## config.mk

```make
export PLATFORM = sky130hd
export DESIGN_NAME = gfc_top
export DESIGN_NICKNAME = d
export VERILOG_FILES = /design/src/core/gfc_pkg.sv /design/src/core/gfc_glitch_filter.sv /design/src/core/gfc_top.sv
export SDC_FILE = /design/constraint.sdc
export NUM_CORES = 1
export LEC_CHECK = 0
export CAP_MARGIN = 20
export CELL_PAD_IN_SITES_DETAIL_PLACEMENT = 1
export CELL_PAD_IN_SITES_GLOBAL_PLACEMENT = 2
export CORE_MARGIN = 3
export CORE_UTILIZATION = 35
export DETAILED_ROUTE_END_ITERATION = 8
export DONT_BUFFER_PORTS = 1
export PLACE_DENSITY = 0.68
export SYNTH_ARGS = -nofsm -noshare
export SYNTH_HDL_FRONTEND = slang
export SYNTH_SLANG_ARGS = --single-unit
```

## constraint.sdc

```tcl
create_clock -name clk -period 3.8 [get_ports clk]
set_input_delay 0.76 -clock clk [delete_from_list [all_inputs] [get_ports clk]]
set_output_delay 0.76 -clock clk [all_outputs]
set_load 0.1 [all_outputs]
```

## src/core/gfc_pkg.sv

```systemverilog
// Purpose: Shared constants for the pin function and compare status block.
// Assumes: 16-bit registers reached at their printed offsets over the register port.
// Notes:   Function and source codes are 4-bit fields of the configuration register.
package gfc_pkg;
    localparam int          NUM_CH             = 4;
    localparam logic [7:0]  ADDR_TRIGGER       = 8'h21;
    localparam logic [7:0]  ADDR_COMPARE_STAT  = 8'h23;
    localparam logic [7:0]  ADDR_PIN_CONFIG    = 8'h24;
    localparam logic [15:0] COMPARE_STAT_RESET = 16'h0000;
    localparam logic [15:0] PIN_CONFIG_RESET   = 16'h0000;
    localparam logic [15:0] PIN_CONFIG_MASK    = 16'hbfff;
    localparam int          STAT_PROTECT_BIT   = 8;
    localparam int          STAT_WIN_LSB       = 4;
    localparam int          STAT_CMP_LSB       = 0;
    localparam int          CFG_FILTER_BIT     = 15;
    localparam int          CFG_OUT_ON_BIT     = 13;
    localparam int          CFG_SRC_LSB        = 9;
    localparam int          CFG_MASK_LSB       = 5;
    localparam int          CFG_FUNC_LSB       = 1;
    localparam int          CFG_IN_ON_BIT      = 0;
    localparam int          TRIG_CLEAR_CH0_BIT = 15;
    localparam int          TRIG_CH_STRIDE     = 4;
    localparam logic [3:0]  SRC_NV_BUSY        = 4'h1;
    localparam logic [1:0]  SRC_GRP_BUSY       = 2'h1;
    localparam logic [1:0]  SRC_GRP_WIN        = 2'h2;
    localparam logic [3:0]  FN_FAULT_SNAPSHOT  = 4'h2;
    localparam logic [3:0]  FN_CURRENT_PDN     = 4'h3;
    localparam logic [3:0]  FN_VOLTAGE_PDN     = 4'h4;
    localparam logic [3:0]  FN_CLEAR           = 4'h7;
    localparam logic [3:0]  FN_LOAD_CODES      = 4'h8;
    localparam logic [3:0]  FN_WAVEFORM        = 4'h9;
    localparam logic [3:0]  FN_MARGIN          = 4'ha;
    localparam logic [3:0]  FN_DEVICE_RESET    = 4'hb;
    localparam logic [3:0]  FN_NV_PROTECT      = 4'hc;
    localparam logic [3:0]  FN_REG_LOCK        = 4'hd;
    localparam int          FILTER_CYCLES      = 4;
    localparam int          FILTER_CNT_W       = 3;
    localparam logic [FILTER_CNT_W-1:0] FILTER_LAST = FILTER_CNT_W'(FILTER_CYCLES - 1);
endpackage

```

## src/core/gfc_glitch_filter.sv

```systemverilog
// Purpose: Passes a synchronised level only after it has stood still for a few cycles.
// Assumes: The input is already synchronised to clk.
// Notes:   Adds FILTER_CYCLES of latency to every accepted transition.
`timescale 1ns/1ns
module gfc_glitch_filter (
    // Clock and reset.
    input  wire logic clk,
    input  wire logic rstn,
    // Level in and filtered level out.
    input  wire logic level_in,
    output logic      level_out
);
    import gfc_pkg::*;

    logic [FILTER_CNT_W-1:0] cnt_q;
    logic                    out_q;
    wire                     differs = level_in != out_q;

    always_ff @(posedge clk or negedge rstn) begin
        if (!rstn) begin
            cnt_q <= '0;
            out_q <= 1'b1;
        end else if (!differs) begin
            cnt_q <= '0;
        end else if (cnt_q == FILTER_LAST) begin
            cnt_q <= '0;
            out_q <= level_in;
        end else begin
            cnt_q <= cnt_q + 1'b1;
        end
    end

    assign level_out = out_q;
endmodule

```

## src/core/gfc_top.sv

```systemverilog
// Purpose: Multifunction pin control and comparator status register of a quad-channel converter.
// Assumes: Pin, comparator and window inputs are asynchronous; busy and protect inputs share clk.
// Notes:   Register reads return data one cycle after the read strobe.
`timescale 1ns/1ns
// Operation
// - Protect flag set while active, cleared by read
// - Window results latched or live per setting
// - Synchronized comparator outputs, status read-only
// - Optional glitch filter on pin input
// - Drive pin only when output enabled
// - Source field selects mirrored busy/window bit
// - Channel mask enables per-channel functions
// - Function field selects global or channel action
// - Falling edge starts global fault snapshot
// - Edges power current outputs down/up
// - Edges power voltage outputs down/up
// - Clear asserted while pin is low
// - Falling edge loads codes on synced channels
// - Falling stops, rising starts waveform generation
// - Falling margin-low, rising margin-high
// - Falling enters reset, rising releases it
// - Reset selection lost unless stored nonvolatile
// - Falling permits, rising blocks nonvolatile programming
// - Rising locks register map, falling unlocks
// - Accept pin input only when enabled
// - Clear bit resets latched compare results
// - Busy bit mirrors channel refusing commands
module gfc_top (
    // Clock and reset.
    input  wire logic                          clk,
    input  wire logic                          rstn,
    // Register port.
    input  wire logic [7:0]                    reg_addr,
    input  wire logic [15:0]                   reg_wdata,
    input  wire logic                          reg_wr,
    input  wire logic                          reg_rd,
    output logic [15:0]                        reg_rdata,
    // Multifunction pin.
    input  wire logic                          pin_i,
    output logic                               pin_o,
    output logic                               pin_oe,
    // Comparator and channel status.
    input  wire logic [gfc_pkg::NUM_CH-1:0]    compare_raw,
    input  wire logic [gfc_pkg::NUM_CH-1:0]    window_raw,
    input  wire logic                          window_latch_on,
    input  wire logic [gfc_pkg::NUM_CH-1:0]    channel_busy,
    input  wire logic                          nonvolatile_in_progress,
    input  wire logic                          protect_active,
    // Per-channel settings held elsewhere.
    input  wire logic [gfc_pkg::NUM_CH-1:0]    channel_sync_select,
    input  wire logic [2*gfc_pkg::NUM_CH-1:0]  voltage_powerdown_load,
    // Nonvolatile image of the configuration.
    input  wire logic                          nv_reload,
    input  wire logic                          nv_reset_stored,
    input  wire logic [15:0]                   nv_pin_config,
    // Actions.
    output logic                               fault_snapshot,
    output logic [gfc_pkg::NUM_CH-1:0]         current_output_pdn,
    output logic [gfc_pkg::NUM_CH-1:0]         voltage_output_pdn,
    output logic [2*gfc_pkg::NUM_CH-1:0]       voltage_pdn_load,
    output logic                               output_clear,
    output logic [gfc_pkg::NUM_CH-1:0]         load_pending_codes,
    output logic [gfc_pkg::NUM_CH-1:0]         waveform_start,
    output logic [gfc_pkg::NUM_CH-1:0]         waveform_stop,
    output logic [gfc_pkg::NUM_CH-1:0]         margin_low,
    output logic [gfc_pkg::NUM_CH-1:0]         margin_high,
    output logic                               device_reset,
    output logic                               nv_write_permit,
    output logic                               reg_map_locked
);
    import gfc_pkg::*;

    localparam int SYNC_W = 1 + 2 * NUM_CH;

    // Returns the output-source code's selected bit, zero for unassigned codes.
    function automatic logic pick_source(input logic [3:0] src, input logic nvb,
                                         input logic [NUM_CH-1:0] busy, input logic [NUM_CH-1:0] win);
        logic r;
        r = 1'b0;
        if (src == SRC_NV_BUSY) begin
            r = nvb;
        end else if (src[3:2] == SRC_GRP_BUSY) begin
            r = busy[src[1:0]];
        end else if (src[3:2] == SRC_GRP_WIN) begin
            r = win[src[1:0]];
        end
        return r;
    endfunction

    // Two-stage synchroniser for all asynchronous inputs.
    logic [SYNC_W-1:0] sync1_q;
    logic [SYNC_W-1:0] sync2_q;
    always_ff @(posedge clk or negedge rstn) begin
        if (!rstn) begin
            sync1_q <= {1'b1, {(2*NUM_CH){1'b0}}};
            sync2_q <= {1'b1, {(2*NUM_CH){1'b0}}};
        end else begin
            sync1_q <= {pin_i, window_raw, compare_raw};
            sync2_q <= sync1_q;
        end
    end

    wire                pin_sync    = sync2_q[SYNC_W-1];
    wire [NUM_CH-1:0]   win_sync    = sync2_q[2*NUM_CH-1:NUM_CH];
    wire [NUM_CH-1:0]   cmp_sync    = sync2_q[NUM_CH-1:0];

    // Register state.
    logic [15:0]        cfg_q;
    logic [15:0]        cfg_d;
    logic               protect_q;
    logic [NUM_CH-1:0]  win_q;
    logic [NUM_CH-1:0]  cmp_q;
    logic [15:0]        rdata_q;

    wire                filter_on   = cfg_q[CFG_FILTER_BIT];
    wire                out_on      = cfg_q[CFG_OUT_ON_BIT];
    wire [3:0]          out_src     = cfg_q[CFG_SRC_LSB +: 4];
    wire [NUM_CH-1:0]   ch_mask     = cfg_q[CFG_MASK_LSB +: NUM_CH];
    wire [3:0]          in_func     = cfg_q[CFG_FUNC_LSB +: 4];
    wire                in_on       = cfg_q[CFG_IN_ON_BIT];

    // Pin level after the optional filter, then edge events.
    logic pin_filt;
    gfc_glitch_filter u_filter (
        .clk       (clk),
        .rstn      (rstn),
        .level_in  (pin_sync),
        .level_out (pin_filt)
    );

    logic pin_prev_q;
    wire  pin_level = filter_on ? pin_filt : pin_sync;
    always_ff @(posedge clk or negedge rstn) begin
        if (!rstn) begin
            pin_prev_q <= 1'b1;
        end else begin
            pin_prev_q <= pin_level;
        end
    end

    wire pin_rise = in_on & pin_level & ~pin_prev_q;
    wire pin_fall = in_on & ~pin_level & pin_prev_q;
    wire pin_low  = in_on & ~pin_level;

    // Function decode; unassigned codes match nothing.
    wire fn_snap   = in_func == FN_FAULT_SNAPSHOT;
    wire fn_ipdn   = in_func == FN_CURRENT_PDN;
    wire fn_vpdn   = in_func == FN_VOLTAGE_PDN;
    wire fn_clr    = in_func == FN_CLEAR;
    wire fn_load   = in_func == FN_LOAD_CODES;
    wire fn_wave   = in_func == FN_WAVEFORM;
    wire fn_margin = in_func == FN_MARGIN;
    wire fn_reset  = in_func == FN_DEVICE_RESET;
    wire fn_nvprot = in_func == FN_NV_PROTECT;
    wire fn_lock   = in_func == FN_REG_LOCK;

    wire [NUM_CH-1:0] ch_fall = {NUM_CH{pin_fall}} & ch_mask;
    wire [NUM_CH-1:0] ch_rise = {NUM_CH{pin_rise}} & ch_mask;

    // Register port decode.
    logic locked_q;
    wire  wr_cfg     = reg_wr & ~locked_q & (reg_addr == ADDR_PIN_CONFIG);
    wire  wr_trig    = reg_wr & ~locked_q & (reg_addr == ADDR_TRIGGER);
    wire  rd_stat    = reg_rd & (reg_addr == ADDR_COMPARE_STAT);
    wire  rd_cfg     = reg_rd & (reg_addr == ADDR_PIN_CONFIG);
    wire  reset_exit = fn_reset & pin_rise & device_reset;

    logic [NUM_CH-1:0] cmp_clear;
    genvar g;
    generate
        for (g = 0; g < NUM_CH; g++) begin : g_clr
            assign cmp_clear[g] = wr_trig & reg_wdata[TRIG_CLEAR_CH0_BIT - g*TRIG_CH_STRIDE];
        end
    endgenerate

    // Leaving a pin reset keeps the configuration only if it was stored.
    always_comb begin
        cfg_d = cfg_q;
        if (nv_reload) begin
            cfg_d = nv_pin_config & PIN_CONFIG_MASK;
        end else if (reset_exit) begin
            cfg_d = nv_reset_stored ? (nv_pin_config & PIN_CONFIG_MASK) : PIN_CONFIG_RESET;
        end else if (wr_cfg) begin
            cfg_d = reg_wdata & PIN_CONFIG_MASK;
        end
    end

    always_ff @(posedge clk or negedge rstn) begin
        if (!rstn) begin
            cfg_q <= PIN_CONFIG_RESET;
        end else begin
            cfg_q <= cfg_d;
        end
    end

    // Protect flag: a set in the read cycle survives the clear.
    always_ff @(posedge clk or negedge rstn) begin
        if (!rstn) begin
            protect_q <= 1'b0;
        end else if (protect_active) begin
            protect_q <= 1'b1;
        end else if (rd_stat) begin
            protect_q <= 1'b0;
        end
    end

    // Window results hold set bits when latching, follow live otherwise.
    generate
        for (g = 0; g < NUM_CH; g++) begin : g_win
            always_ff @(posedge clk or negedge rstn) begin
                if (!rstn) begin
                    win_q[g] <= 1'b0;
                    cmp_q[g] <= 1'b0;
                end else begin
                    cmp_q[g] <= cmp_sync[g] & ~cmp_clear[g];
                    if (!window_latch_on || cmp_clear[g]) begin
                        win_q[g] <= win_sync[g];
                    end else begin
                        win_q[g] <= win_q[g] | win_sync[g];
                    end
                end
            end
        end
    endgenerate

    wire [15:0] stat_word = {7'h00, protect_q, win_q, cmp_q};

    always_ff @(posedge clk or negedge rstn) begin
        if (!rstn) begin
            rdata_q <= COMPARE_STAT_RESET;
        end else if (rd_stat) begin
            rdata_q <= stat_word;
        end else if (rd_cfg) begin
            rdata_q <= cfg_q;
        end else if (reg_rd) begin
            rdata_q <= 16'h0000;
        end
    end

    // Output mode.
    wire pin_src = pick_source(out_src, nonvolatile_in_progress, channel_busy, win_q);
    always_ff @(posedge clk or negedge rstn) begin
        if (!rstn) begin
            pin_o  <= 1'b0;
            pin_oe <= 1'b0;
        end else begin
            pin_o  <= out_on & pin_src;
            pin_oe <= out_on;
        end
    end

    // Input actions.
    always_ff @(posedge clk or negedge rstn) begin
        if (!rstn) begin
            fault_snapshot     <= 1'b0;
            output_clear       <= 1'b0;
            load_pending_codes <= '0;
            waveform_start     <= '0;
            waveform_stop      <= '0;
            margin_low         <= '0;
            margin_high        <= '0;
        end else begin
            fault_snapshot     <= fn_snap & pin_fall;
            output_clear       <= fn_clr & pin_low;
            load_pending_codes <= {NUM_CH{fn_load}} & ch_fall & channel_sync_select;
            waveform_stop      <= {NUM_CH{fn_wave}} & ch_fall;
            waveform_start     <= {NUM_CH{fn_wave}} & ch_rise;
            margin_low         <= {NUM_CH{fn_margin}} & ch_fall;
            margin_high        <= {NUM_CH{fn_margin}} & ch_rise;
        end
    end

    // Level actions held between edges.
    logic [NUM_CH-1:0] ipdn_q;
    logic [NUM_CH-1:0] vpdn_q;
    logic              nvperm_q;
    logic              devrst_q;
    always_ff @(posedge clk or negedge rstn) begin
        if (!rstn) begin
            ipdn_q   <= '0;
            vpdn_q   <= '0;
            nvperm_q <= 1'b0;
            devrst_q <= 1'b0;
            locked_q <= 1'b0;
        end else begin
            if (fn_ipdn) begin
                ipdn_q <= (ipdn_q | ch_fall) & ~ch_rise;
            end
            if (fn_vpdn) begin
                vpdn_q <= (vpdn_q | ch_fall) & ~ch_rise;
            end
            if (fn_nvprot && pin_fall) begin
                nvperm_q <= 1'b1;
            end else if (fn_nvprot && pin_rise) begin
                nvperm_q <= 1'b0;
            end
            if (fn_reset && pin_fall) begin
                devrst_q <= 1'b1;
            end else if (reset_exit) begin
                devrst_q <= 1'b0;
            end
            if (fn_lock && pin_rise) begin
                locked_q <= 1'b1;
            end else if (fn_lock && pin_fall) begin
                locked_q <= 1'b0;
            end
        end
    end

    logic [2*NUM_CH-1:0] vload_q;
    generate
        for (g = 0; g < NUM_CH; g++) begin : g_vload
            always_ff @(posedge clk or negedge rstn) begin
                if (!rstn) begin
                    vload_q[2*g +: 2] <= 2'h0;
                end else begin
                    vload_q[2*g +: 2] <= vpdn_q[g] ? voltage_powerdown_load[2*g +: 2] : 2'h0;
                end
            end
        end
    endgenerate

    assign reg_rdata          = rdata_q;
    assign current_output_pdn = ipdn_q;
    assign voltage_output_pdn = vpdn_q;
    assign voltage_pdn_load   = vload_q;
    assign nv_write_permit    = nvperm_q;
    assign device_reset       = devrst_q;
    assign reg_map_locked     = locked_q;
endmodule

```

### After elaboration in Yosys (flattened, before gate mapping)

Cells that the tools add are included.

| storage, ports and cells | value |
|---|---|
| register bits | 107 |
| latch bits | 0 |
| RAM bits | 0 |
| bits in read-only memories | 0 |
| memories | 0 |

| cells by class | value |
|---|---|
| $add $sub $neg | 1 |
| multipliers | 0 |
| div/mod/pow operators | 0 |
| $lt $le $gt $ge | 1 |
| eq/ne operators | 18 |
| shift operators | 0 |
| muxes and demuxes | 33 |
| bitwise operators | 46 |
| reductions and logical operators | 17 |

Operator list:

| operator | number |
|---|---|
| two-way mux 16 bit | 7 |
| bitwise AND 4 bit | 10 |
| == test 4 bit, second input constant | 6 |
| == test 8 x 6 -> 1 bit, second input constant | 3 |
| bitwise AND 1 bit | 22 |
| two-way mux 1 bit | 18 |
| == test 4 x 2 -> 1 bit, second input constant | 2 |
| == test 4 x 3 -> 1 bit, second input constant | 2 |
| two-way mux 2 bit | 4 |
| bitwise OR 4 bit | 2 |
| nonzero test 2 bit | 4 |
| NOT 1 bit | 7 |
| two-way mux 3 bit | 2 |
| nonzero test 3 bit | 2 |
| logical AND 1 bit | 5 |
| binary-select mux 1 bit (select 2 bit) | 2 |
| == test 4 x 1 -> 1 bit, second input constant | 1 |
| logical OR 1 bit | 4 |
| NOT 4 bit | 1 |
| bitwise OR 1 bit | 4 |
| adder 3 x 1 -> 3 bit, second input constant | 1 |
| == test 3 x 2 -> 1 bit, second input constant | 1 |
| < comparator 2 x 3 -> 1 bit, second input constant | 1 |
| == test 2 x 1 -> 1 bit, second input constant | 1 |
| 4 further kinds | 4 |

### Depth between registers and ports, before layout

| logic depth | value |
|---|---|
| depth in word-level cells | 7 |
| depth in mapped cells | 6 |
| mapped depth without buffers | 5 |

### Hierarchy

From an unflattened synthesis, not the netlist that was laid out.

| unflattened totals | value |
|---|---|
| cell total of the unflattened synthesis | 349 |
| area, all modules | 4,122.7 sq um |

Modules (own cells, without submodules):

| module | instances | cells an instance | area each (sq um) |
|---|---|---|---|
| gfc_top | 1 | 338 | 3,955.0 |
| gfc_glitch_filter | 1 | 11 | 167.7 |

### Worst setup path before layout

Ideal clock, no wire load.

| timing path | value |
|---|---|
| path type | input -> register |
| start | input reg_addr[3] |
| end | register cfg_q[10] |
| setup time | 123 ps |
| arrival time | 2,289 ps |
| data required time | 3,677 ps |
| slack | 1,389 ps |
| stages | 6 |
| path buffers | 2 |
| path through | or4_4 > or4_1 > buf_2 > buf_2 > o21ai_1 > a2bb2oi_2 |

| on the way | value |
|---|---|
| longest elaborated chain between the ends | 3 |

Ends and longest elaborated chain:

| item | line | RTL |
|---|---|---|
| from (decl) | gfc_top.sv:33 | `input wire logic [7:0] reg_addr,` |
| == test 8 x 6 -> 1 bit | gfc_top.sv:162 | `wire wr_cfg = reg_wr & ~locked_q & (reg_addr == ADDR_PIN_CONFIG);` |
| bitwise AND 1 bit | gfc_top.sv:162 |  |
| nonzero test 3 bit (no source line) | - |  |
| to (signal assigned) | gfc_top.sv:192 | `cfg_q <= cfg_d;` |
| to (decl) | gfc_top.sv:108 | `logic [15:0] cfg_q;` |

Every way passes these cells.
A chain may end at the register's enable or synchronous reset.

### Final worst setup path

| timing path | value |
|---|---|
| start | input reg_addr[3] |
| end | register cfg_q[2] |

The elaborated chain is that of the path after synthesis.

==> reports/results.txt <==
Final ANT Viol Nets: 0
CTS Hold Buffers Added: 0
core footprint: 11,170 um2
EDFF count, synth: 0
largest cells by area after synthesis: dfrtp_1 (61%), and2_1 (4.3%), nand2_1 (4.1%), a2bb2oi_2 (3.6%), a21oi_1 (2.7%)
via count: 2,583
nets@finish: 421
depth of the worst register-to-register path: 4
YS warnings: 0
RSZ-0062 raised after global routing: no
Antenna Cells: 0
Die Y: 114.4 um
critical path's slowest cell: or4_1
Skew-Pair Late Insertion Delay: 350 ps
total wire length: 10.35 mm
share of cells above drive strength 1: 12.86%
Pleak: 2.072 nW
Peak Freq: 406.0 MHz
Max Transition Viols Final: 0
Yosys cell types: 47
Worst setup SP type: primary input
First-pass DRT Iterations: 4
Max Cap Viol: 0
Yosys reg bits: 105
clock sink count: 105
CTS tree: yes
pwr dens: 650.6 nW/um2
largest net degree at the start of global routing: 106
status: completed
num rows: 38
ys async rst share: 100.0%
clock period minus worst slack: 2463 ps
DRC: 0
CP max stage delay: 850 ps
final hold viol count: 0
Setup TNS: 0 ps
top cell type's share of synthesized area: 61.42%
number of global-route vias before repair: 2,643
initial antenna violation count: 0
first-pass GRT wire length: 15.71 mm
Slew HR: 31.76%
Setup Viol. Count Final: 0
Crit. End Element: flop
top_reg_cell synth: dfrtp_1
WL/cell: 21.12 um
Final HPWL DP: 7.216 mm
Yosys top cell by area: dfrtp_1
worst path required time: 4070 ps
Layout fillers: 1,192
Critical R2R Capture: cfg_q[9]
Post-CTS Resized: 0
sequential element share of the synthesized area: 63.97%
Worst VDD drop: 0.4435 mV
Setup CP Type: in -> reg
post-route design area: 4576 um2
maximum root-to-sink buffer count: 2
Clock Pin Slew Worst Setup and Hold Paths: 70 ps
Syn-to-layout area delta: 11.19%
Worst EP arrival: 2740 ps
Starting Density: 36.83%
Worst Max-Slew Pin Slew: 1020 ps
# IOs: 133
Root Driver: clkbuf_16
WHS: 97.99 ps
gp weighted congestion: 0.6996
synthesized instance count: 349
R2R Path Start: cfg_q[15]
Final Skew: 5.941 ps
Pwr Total: 2.977 mW
Mapped Nets: 424
die width: 114.4 um
R2R setup slack: 1470 ps
min-delay worst type: in -> async
worst-path fanout max: 16
syn avg cell area: 11.79 um2
Commonest cells post-synth: dfrtp_1 (101), nand2_1 (45), and2_1 (28)
CP Launch Point: reg_addr[3]
die area: 13,090 um2
fin crit share: 64.81%
CTS buffer count: 9
Congestion Overflow GR: 0
Vias per Instance: 5.271
DP Area: 4250 um2
most numerous cell in the Yosys netlist: dfrtp_1
CP cell instances: or4_4, or4_1, nand2_4, a2bb2oi_1
H-Tree Depth: 3
Total Routing Usage GR: 16.19%
DRT iter0 DRCs: 104
I/O Buffers: 0
post-CTS setup buffers: 0
Cell Area, Synth: 4115 um2
Finished Layout Cells: 490
Placed Instances: 475
==> how the worst max path moves through the flow <==
stage                end  slack (ps)  cells after the start
5_1_grt        cfg_q[15]        1220                      4
6_report        cfg_q[2]        1340                      4
3_3_place_gp    cfg_q[2]         960                      4
4_1_cts         cfg_q[2]        1310                      4
2_1_floorplan  cfg_q[10]        1390                      6
3_5_place_dp    cfg_q[2]         930                      4
==> layout by cell type (no fill, tap or decap), drive strengths merged, types with 6 or more instances in the layout <==
| master | Yosys | final |
|---|---|---|
| a2bb2oi | 15 | 15 |
| and2 | 28 | 28 |
| inv | 15 | 18 |
| clkbuf | 14 | 10 |
| nand2 | 46 | 46 |
| a21oi | 22 | 22 |
| nor2b | 10 | 10 |
| nor3 | 6 | 6 |
| o21ai | 27 | 27 |
| dfrtp | 101 | 101 |
==> final cells by class <==
| class | count | area (um2) | area share [%] |
|---|---|---|---|
| clock buffers | 10 | 239.0 | 5.223 |
| flip-flops and latches | 105 | 2633 | 57.53 |
| repair buffers | 4 | 30.03 | 0.6563 |
| inverters | 15 | 56.30 | 1.231 |
| clock inverters | 5 | 86.33 | 1.887 |
| multi-input cells | 211 | 1356 | 29.64 |
| well taps | 140 | 175.2 | 3.828 |
==> worst max-delay path: cells and delay by family <==
family,cells,cell delay (ps)
AOI/OAI and AO/OA,1,190
and+or+nand+nor,3,1780
==> stage by stage <==
step	utilization, %	worst slack (ps)
after CTS	40.95	1314
after detailed placement	38.04	932.9
after global routing	40.95	1218
after global placement	38.04	964.5
after floorplan	-	1389
final	40.95	1337
==> sequential cells by signal (all words and copies together) (netlist names), 3 cells and up <==
| signal | flops |
|---|---|
| load_pending_codes | 4 |
| sync2_q | 9 |
| current_output_pdn | 4 |
| waveform_stop | 4 |
| voltage_pdn_load | 8 |
| waveform_start | 4 |
| voltage_output_pdn | 4 |
| stat_word | 4 |
| sync1_q | 9 |
| reg_rdata | 15 |
| cfg_q | 15 |
| u_filter.cnt_q | 3 |
| margin_high | 4 |
| margin_low | 4 |
| cmp_q | 4 |
==> logic make-up after synthesis <==
kind of cell,count (synthesis),synth area share [%]
AOI/OAI and AO/OA,78,13.53
xor gates and xnor gates,1,0.2129
adders and majority gates,1,0.3040
buffers and inverters,33,3.344
DFF,105,63.97
muxes,5,1.581
other,1,0.09113
and+or+nand+nor,125,16.97
==> power by group <==
| group | internal [mW] | switching [mW] |
|---|---|---|
| logic | 0.106 | 0.173 |
| registers | 1.22 | 0.461 |
| clock network | 0.599 | 0.420 |
| total | 1.92 | 1.05 |
==> layer usage <==
| layer | global-route usage, % | up-vias | wire length [um] | part of all wire (%) |
|---|---|---|---|---|
| met4 | 4.751 | 0 | 129 | 1.2 |
| met2 | 25.46 | 91 | 4985 | 48 |
| met1 | 20.29 | 1299 | 4326 | 42 |
| met3 | 7.030 | 11 | 908 | 8.8 |
| met5 | 0 | - | 0 | 0 |
| li1 | - | 1182 | - | - |
No activity file was read; power rests on OpenSTA's default activity.
